$ cat src/verilog/rsf_pkg.sv
package rsf_pkg;

  // ****************************************
  // Sizes
  // ****************************************
  localparam int NREG  = 8;
  localparam int IDX_W = 3;
  localparam int DW    = 32;

  // ****************************************
  // Access classes
  // ****************************************
  typedef enum logic [2:0] {
    SCLS_NONE     = 3'h0,
    SCLS_WR_SEC   = 3'h1,
    SCLS_ATTR_WR  = 3'h2,
    SCLS_ATTR_ERR = 3'h3,
    SCLS_ATTR_SIL = 3'h4,
    SCLS_FREE     = 3'h5,
    SCLS_SEC_ONLY = 3'h6,
    SCLS_NS_ONLY  = 3'h7
  } rsf_sclass_e;

  typedef enum logic [2:0] {
    PCLS_NONE     = 3'h0,
    PCLS_WR_PRIV  = 3'h1,
    PCLS_PRIV     = 3'h2,
    PCLS_ATTR_ERR = 3'h3,
    PCLS_ATTR_SIL = 3'h4,
    PCLS_FREE     = 3'h5
  } rsf_pclass_e;

  // ****************************************
  // Register table: class, reset value, writable bits
  // ****************************************
  localparam rsf_sclass_e SCLASS [NREG] = '{
    SCLS_WR_SEC, SCLS_ATTR_WR, SCLS_ATTR_ERR, SCLS_ATTR_SIL,
    SCLS_FREE, SCLS_SEC_ONLY, SCLS_NS_ONLY, SCLS_FREE};
  localparam rsf_pclass_e PCLASS [NREG] = '{
    PCLS_FREE, PCLS_FREE, PCLS_FREE, PCLS_FREE,
    PCLS_WR_PRIV, PCLS_PRIV, PCLS_ATTR_ERR, PCLS_ATTR_SIL};
  localparam logic [DW-1:0] RST_VAL [NREG] = '{
    32'h0000_0000, 32'h0000_0000, 32'h0000_0000, 32'h0000_0000,
    32'h0000_0000, 32'h0000_0000, 32'h0000_0000, 32'h0000_0000};
  localparam logic [DW-1:0] WR_MASK [NREG] = '{
    32'hffff_ffff, 32'hffff_ffff, 32'hffff_ffff, 32'hffff_ffff,
    32'hffff_ffff, 32'hffff_ffff, 32'hffff_ffff, 32'hffff_ffff};

  // ****************************************
  // Carriers
  // ****************************************
  typedef struct packed {
    logic             valid;
    logic             write;
    logic             master_secure;
    logic             addr_secure;
    logic             priv;
    logic [IDX_W-1:0] idx;
    logic [DW-1:0]    wdata;
  } rsf_req_s;

  typedef struct packed {
    logic          valid;
    logic          sec_err;
    logic [DW-1:0] rdata;
  } rsf_rsp_s;

  typedef struct packed {
    logic             valid;
    logic [IDX_W-1:0] idx;
    logic             write;
    logic             secure;
    logic             priv;
  } rsf_errlog_s;

endpackage

$ cat src/verilog/rsf_decide.sv
module rsf_decide (
  input  wire rsf_pkg::rsf_sclass_e sclass,
  input  wire rsf_pkg::rsf_pclass_e pclass,
  input  wire logic                 attr_secure,
  input  wire logic                 attr_priv,
  input  wire logic                 acc_secure,
  input  wire logic                 acc_priv,
  input  wire logic                 is_write,
  output logic                      allow,
  output logic                      err
);

  logic s_wr_ok;
  logic s_rd_ok;
  logic s_err_cls;
  logic p_wr_ok;
  logic p_rd_ok;
  logic p_err_cls;
  logic s_ok;
  logic p_ok;

  // ****************************************
  // Security dimension
  // ****************************************
  always_comb begin
    s_wr_ok   = 1'b1;
    s_rd_ok   = 1'b1;
    s_err_cls = 1'b0;
    case (sclass)
      rsf_pkg::SCLS_WR_SEC: begin
        s_wr_ok = acc_secure;
      end
      rsf_pkg::SCLS_ATTR_WR: begin
        s_wr_ok = (acc_secure == attr_secure);
      end
      rsf_pkg::SCLS_ATTR_ERR: begin
        s_wr_ok   = (acc_secure == attr_secure);
        s_rd_ok   = (acc_secure == attr_secure);
        s_err_cls = 1'b1;
      end
      rsf_pkg::SCLS_ATTR_SIL: begin
        s_wr_ok = (acc_secure == attr_secure);
        s_rd_ok = (acc_secure == attr_secure);
      end
      rsf_pkg::SCLS_SEC_ONLY: begin
        s_wr_ok   = acc_secure;
        s_rd_ok   = acc_secure;
        s_err_cls = 1'b1;
      end
      rsf_pkg::SCLS_NS_ONLY: begin
        s_wr_ok   = !acc_secure;
        s_rd_ok   = !acc_secure;
        s_err_cls = 1'b1;
      end
      default: begin
        s_wr_ok = 1'b1;
      end
    endcase
  end

  // ****************************************
  // Privilege dimension
  // ****************************************
  always_comb begin
    p_wr_ok   = 1'b1;
    p_rd_ok   = 1'b1;
    p_err_cls = 1'b0;
    case (pclass)
      rsf_pkg::PCLS_WR_PRIV: begin
        p_wr_ok = acc_priv;
      end
      rsf_pkg::PCLS_PRIV: begin
        p_wr_ok   = acc_priv;
        p_rd_ok   = acc_priv;
        p_err_cls = 1'b1;
      end
      rsf_pkg::PCLS_ATTR_ERR: begin
        p_wr_ok   = acc_priv || !attr_priv;
        p_rd_ok   = acc_priv || !attr_priv;
        p_err_cls = 1'b1;
      end
      rsf_pkg::PCLS_ATTR_SIL: begin
        p_wr_ok = acc_priv || !attr_priv;
        p_rd_ok = acc_priv || !attr_priv;
      end
      default: begin
        p_wr_ok = 1'b1;
      end
    endcase
  end

  assign s_ok  = is_write ? s_wr_ok : s_rd_ok;
  assign p_ok  = is_write ? p_wr_ok : p_rd_ok;
  assign allow = s_ok && p_ok;
  assign err   = (!s_ok && s_err_cls) || (!p_ok && p_err_cls);

endmodule

$ cat src/verilog/rsf_filter.sv
module rsf_filter (
  input  wire logic                                  ref_clk,
  input  wire logic                                  reset_n,
  input  wire rsf_pkg::rsf_req_s                     req,
  input  wire logic [rsf_pkg::NREG-1:0]              attr_secure,
  input  wire logic [rsf_pkg::NREG-1:0]              attr_priv,
  output rsf_pkg::rsf_rsp_s                          rsp,
  output logic [rsf_pkg::NREG*rsf_pkg::DW-1:0]       reg_q_flat,
  output rsf_pkg::rsf_errlog_s                       err_log,
  output logic [7:0]                                 err_count
);

  // ****************************************
  // Local types and signals
  // ****************************************
  typedef logic [rsf_pkg::IDX_W-1:0] rsf_idx_t;

  logic                     acc_secure;
  logic [rsf_pkg::NREG-1:0] allow_vec;
  logic [rsf_pkg::NREG-1:0] err_vec;
  logic                     allow;
  logic                     err;
  logic                     wr_take;
  logic                     rd_take;
  logic                     err_take;
  logic [rsf_pkg::NREG-1:0] wr_sel;
  logic [rsf_pkg::DW-1:0]   rd_word;
  logic [rsf_pkg::DW-1:0]   rd_nxt;
  logic [rsf_pkg::DW-1:0]   regs_r [rsf_pkg::NREG];
  logic                     rsp_valid_r;
  logic                     rsp_err_r;
  logic [rsf_pkg::DW-1:0]   rsp_data_r;
  rsf_pkg::rsf_errlog_s     log_r;
  rsf_pkg::rsf_errlog_s     log_nxt;
  logic [7:0]               cnt_r;
  logic [7:0]               cnt_nxt;

  // ****************************************
  // Access security
  // ****************************************
  // Non-secure masters never present a secure address, so the AND only narrows
  assign acc_secure = req.master_secure && req.addr_secure;

  // ****************************************
  // Per-register decision and register bank
  // ****************************************
  // Each register is judged in parallel and the index picks one verdict,
  // so the class tables stay constant per slice and fold away
  genvar gi;
  generate
    for (gi = 0; gi < rsf_pkg::NREG; gi++) begin : g_reg
      rsf_decide u_decide (
        .sclass      (rsf_pkg::SCLASS[gi]),
        .pclass      (rsf_pkg::PCLASS[gi]),
        .attr_secure (attr_secure[gi]),
        .attr_priv   (attr_priv[gi]),
        .acc_secure  (acc_secure),
        .acc_priv    (req.priv),
        .is_write    (req.write),
        .allow       (allow_vec[gi]),
        .err         (err_vec[gi])
      );

      assign wr_sel[gi] = wr_take && (req.idx == rsf_idx_t'(gi));

      always_ff @(posedge ref_clk or negedge reset_n) begin
        if (!reset_n) begin
          regs_r[gi] <= rsf_pkg::RST_VAL[gi];
        end else if (wr_sel[gi]) begin
          // Only the writable bits take the new value
          regs_r[gi] <= (regs_r[gi] & ~rsf_pkg::WR_MASK[gi])
                      | (req.wdata & rsf_pkg::WR_MASK[gi]);
        end
      end

      assign reg_q_flat[gi*rsf_pkg::DW +: rsf_pkg::DW] = regs_r[gi];
    end
  endgenerate

  // ****************************************
  // Transfer qualification
  // ****************************************
  assign allow    = allow_vec[req.idx];
  assign err      = err_vec[req.idx];
  assign wr_take  = req.valid && req.write && allow;
  assign rd_take  = req.valid && !req.write && allow;
  assign err_take = req.valid && err;

  // ****************************************
  // Read path
  // ****************************************
  assign rd_word = regs_r[req.idx];

  // Blocked reads and every write answer with zero
  always_comb begin
    rd_nxt = 32'h0000_0000;
    if (rd_take) begin
      rd_nxt = rd_word;
    end
  end

  // ****************************************
  // Response: every transfer completes one cycle later
  // ****************************************
  always_ff @(posedge ref_clk or negedge reset_n) begin
    if (!reset_n) begin
      rsp_valid_r <= 1'b0;
    end else begin
      rsp_valid_r <= req.valid;
    end
  end

  always_ff @(posedge ref_clk or negedge reset_n) begin
    if (!reset_n) begin
      rsp_err_r <= 1'b0;
    end else begin
      rsp_err_r <= err_take;
    end
  end

  always_ff @(posedge ref_clk or negedge reset_n) begin
    if (!reset_n) begin
      rsp_data_r <= 32'h0000_0000;
    end else begin
      rsp_data_r <= rd_nxt;
    end
  end

  assign rsp = '{valid: rsp_valid_r, sec_err: rsp_err_r, rdata: rsp_data_r};

  // ****************************************
  // Error record: last offending access
  // ****************************************
  always_comb begin
    log_nxt = log_r;
    if (err_take) begin
      log_nxt.valid  = 1'b1;
      log_nxt.idx    = req.idx;
      log_nxt.write  = req.write;
      log_nxt.secure = acc_secure;
      log_nxt.priv   = req.priv;
    end
  end

  always_ff @(posedge ref_clk or negedge reset_n) begin
    if (!reset_n) begin
      log_r <= '0;
    end else begin
      log_r <= log_nxt;
    end
  end

  // ****************************************
  // Error count
  // ****************************************
  // Saturates so that a storm of errors never wraps back to a small count
  always_comb begin
    cnt_nxt = cnt_r;
    if (err_take && (cnt_r != 8'hff)) begin
      cnt_nxt = cnt_r + 8'h01;
    end
  end

  always_ff @(posedge ref_clk or negedge reset_n) begin
    if (!reset_n) begin
      cnt_r <= 8'h00;
    end else begin
      cnt_r <= cnt_nxt;
    end
  end

  assign err_log   = log_r;
  assign err_count = cnt_r;

endmodule

$ cat config.mk
export PLATFORM = sky130hd
export DESIGN_NAME = rsf_filter
export DESIGN_NICKNAME = d
export VERILOG_FILES = /design/src/verilog/rsf_pkg.sv /design/src/verilog/rsf_decide.sv /design/src/verilog/rsf_filter.sv
export SDC_FILE = /design/constraint.sdc
export NUM_CORES = 1
export LEC_CHECK = 0
export BUFFER_PORTS_ARGS = -buffer_cell sky130_fd_sc_hd__buf_2
export CORE_MARGIN = 4
export CORE_UTILIZATION = 30
export DETAILED_ROUTE_END_ITERATION = 12
export SLEW_MARGIN = 20
export SYNTH_ARGS = -nofsm -noshare
export SYNTH_HDL_FRONTEND = slang
export SYNTH_SLANG_ARGS = --single-unit
$ cat constraint.sdc
create_clock -name ref_clk -period 1.7 [get_ports ref_clk]
set_clock_uncertainty 0.05 [all_clocks]
set_input_delay 0.17 -clock ref_clk [delete_from_list [all_inputs] [get_ports ref_clk]]
set_output_delay 0.17 -clock ref_clk [all_outputs]
set_load 0.02 [all_outputs]
==> out/metrics.csv <==
stage,metric,value,unit
grt,GR Overflow Total,0,
synth,Synth cell types,46,
cts,Max clock buf depth,3,
power,Switching Fraction,33.7,%
synth,syn avg cell area,16.0,um^2
grt,met1 usage,23.7,%
grt,busiest grt layer,met2,
synth,Yosys reg bits,305,
critical_path,CP Capture Type,flip-flop,
finish,area grow syn2layout,39.1,%
synth,Gate Count Post-Synth,825,
critical_path,R2R Path Start,err_count[5],
sta,Fmax achieved,0.575,GHz
synth,most common cell in the synthesized netlist,dfrtp_1,
critical_path,RR Endpoint,err_count[1],
drt,vias per cell,4.94,
synth,Yosys top cell area share,57.9,%
synth,Most used DFF post-synth,dfrtp_1,
finish,share of cells above drive strength 1,63.4,%
placed_design,Post-DP Area,0.0165,mm^2
synth,complex-gate fraction of the synthesized area,2.92,%
sta,final setup margin,-0.0397,ns
floorplanning,I/O Pins,363,
cts,total CTS buffers,36,
placed_design,post-DP HPWL,29000,um
cts,clock root buffer,clkbuf_16,
sta,final hold vios,0,
synth,Synthesis Warnings,0,
sta,Slew @ Worst Pin,0.712,ns
cts,"Clk Latency, worst-skew pair",0.52,ns
critical_path,Setup crit start,req[32],
power,clock share of power,30.2,%
finish,n_diodes,0,
placed_design,PortBufs,351,
grt,antenna violations before repair,0,
grt,total track usage,17.8,%
sta,Tcrit/Tclk final,102,%
drt,ANT nets after route,0,
grt,met2 usage,29.0,%
drt,Iteration-0 DRC Markers,533,
sta,RSZ-0062 raised after global routing,true,
critical_path,CP Class,in -> reg,
critical_path,R2R Setup Slk,0.10,ns
drt,DRC Markers,0,
synth,ys async rst share,100,%
power,VDD IR max,1.01,mV
placed_design,routability-driven placement congestion ratio,0.795,
finish,design area,0.0183,mm^2
power,Power per Cell Area,1480,mW/mm^2
synth,syn_nets,884,
cts,CTS H-tree lvls,2,
floorplanning,Die ar.,0.0473,mm^2
power,Switch Pwr,9.12,mW
power,Comb pwr share,30.7,%
finish,Final Util,42.4,%
drt,Routed WL,43100,um
drt,via count,9314,
synth,Synth Cell Area,0.0132,mm^2
critical_path,worst reg2reg path depth,5,
grt,vias in the first global route,9892,
sta,Slew Limit Fails,0,
sta,slew margin rel.,52.6,%
synth,cell taking the most area after synthesis,dfrtp_1,
floorplanning,Die H,218,um
drt,TritonRoute pass-1 iters,5,
floorplanning,num rows,76,
finish,nets,1332,
run_status,failing checks,negative setup slack,
synth,"top cells by count, synth","dfrtp_1 (305), mux2_2 (218), mux4_2 (64), mux2_1 (44), nor2_1 (34)",
synth,Synth Area in Adders,0.0950,%
synth,number of synthesized flops with an enable pin,0,
drt,post-DR wirelength/cell,22.9,um
synth,Synth Area in Simple Gates,2.90,%
synth,dominant cells by area after synthesis,"dfrtp_1 (58%), mux2_2 (19%), mux4_2 (11%)",
cts,Clock Sink Count,305,
sta,Finish-stage setup viols,29,
floorplanning,initial core utilization,30.5,%
critical_path,CP startpoint kind,input port,
critical_path,WP data arrival,2.10,ns
critical_path,worst-path fanout max,17,
power,Flop pwr share,39.1,%
min_path,worst min path class,in -> async,
synth,mux cell area share after synthesis,33.5,%
grt,GR Layer Usage met3,4.42,%
run,Max-Cap Viols,0,
synth,largest family of logic cells by synthesized area,multiplexers,
power,Pint,18.0,mW
run_status,run status,"complete, but fails checks",
critical_path,Crit path required time,2.06,ns
synth,sequential cell area fraction in the yosys report,57.9,%
sta,clock period minus worst slack,1.74,ns
floorplanning,die span in x,218,um
cts,"Reg clk slew, reported paths",0.06,ns
floorplanning,Core Footprint,0.0433,mm^2
power,leak pwr,8.77,nW
cts,CTS tree,yes,
synth,Post-Synth XOR/XNOR Area,0.465,%
grt,global-route wire length before repair,64300,um
grt,largest net degree at the start of global routing,58,
==> routing by layer <==
layer  vias to the layer above  share of wire, %
li1                       4001                 -
met1                      4935                43
met2                       329                48
met3                        49               7.0
met4                         0               2.4
met5                         -                 0
==> layout make-up <==
class | count | area, um^2
timing repair buffer | 466 | 3090
sequential | 305 | 7630
tap | 585 | 732
multi-input combinational | 459 | 5590
inverter | 5 | 18.8
fill | 3955 | 24900
clock buffer | 52 | 1070
clock inverter | 12 | 190
==> cell families after synthesis <==
family | after synthesis
AND/OR/NAND/NOR | 75
adder cells (fa/ha/maj) | 1
flip-flops | 305
AO/OA/AOI/OAI | 48
XOR/XNOR | 7
multiplexers | 328
buffers and inverters | 61
==> state kept, by name, indices dropped and copies added, names as in the netlist <==
signal       cells
err_count        8
rsp_err_r        1
err_log          7
reg_q_flat     256
rsp_valid_r      1
rsp_data_r      32
==> metrics by stage <==
| stage | setup TNS, ns | cells | hold WS (ns) | power [mW] | setup WS, ns |
|---|---|---|---|---|---|
| 6_report | -0.578 | 1884 | 0.0726 | 27.1 | -0.0397 |
| 5_1_grt | -1.64 | 1884 | 0.0595 | 28.4 | -0.0588 |
| 4_1_cts | -0.0132 | 1882 | 0.0242 | 27.4 | -0.00389 |
| 3_5_place_dp | -156.57 | 1779 | 0.0318 | 18.9 | -0.620 |
| 3_3_place_gp | -151.52 | 1779 | 0.0296 | 18.8 | -0.603 |
| 2_1_floorplan | -81.85 | 825 | -0.176 | 15.4 | -0.344 |
==> how the worst max path moves through the flow <==
stage,end,slack [ns],depth (start not counted)
after CTS,reg_q_flat[194],-0.004,9
after global routing,reg_q_flat[103],-0.06,9
after detailed placement,reg_q_flat[194],-0.62,9
after global placement,reg_q_flat[200],-0.60,9
final,reg_q_flat[123],-0.04,9
after floorplan,reg_q_flat[129],-0.34,8
==> timing repair <==
action / CTS / global route
cloned: 1 / 1
pin swaps: 0 / 5
setup endpoints to repair: 122 / 191
buffers inserted: 3 / 2
hold buffers: 35 / 0
endpoints found under the hold margin: 490 / 0
gates resized for setup: 5 / 33
==> power groups by stage <==
stage          Combinational [mW]  Clock (mW)  Sequential, mW
3_5_place_dp                 8.25           0            10.7
6_report                     8.32        8.18            10.6
2_1_floorplan                2.84           0            12.6
3_3_place_gp                 8.14           0            10.7
4_1_cts                      8.34        8.46            10.6
5_1_grt                      8.83        8.76            10.8
==> worst max-delay path, stage by stage <==
cell	delay, ns
buf_12	0.12
buf_6	0.12
mux2i_4	0.17
mux2i_2	0.17
a2111o_1	0.36
buf_6	0.15
nor3_4	0.22
buf_12	0.23
mux2_2	0.35
==> layout by cell type, fill, tap and decap left out, types with 2 or more instances in the layout <==
cell           netlist  routed
nor2_1              34      34
clkbuf_16            0      38
xnor2_1              6       5
mux2_2             218     206
dlygate4sd3_1        0      35
nor3_1               6       2
a21oi_1              2       2
buf_12               0      24
mux4_2              64      64
buf_6                3       5
bufinv_16            0       5
clkbuf_8             0       9
inv_1                5       5
and3_1               7       7
buf_4                2      51
clkinv_2             0       5
buf_8                0       2
clkinvlp_4           0       2
dfrtp_1            305     305
clkbuf_1            18       6
nand3_1              3       2
nor3_4               0       4
a22oi_1             32      32
nor2b_4              0       2
mux2_4               0      42
nand2_1              5       5
nand2b_4             0       2
nor3_2               2       2
mux2_1              44      14
buf_2               26     347
nand4_1              5       5
Note: power is estimated with default switching activity, not from simulation.
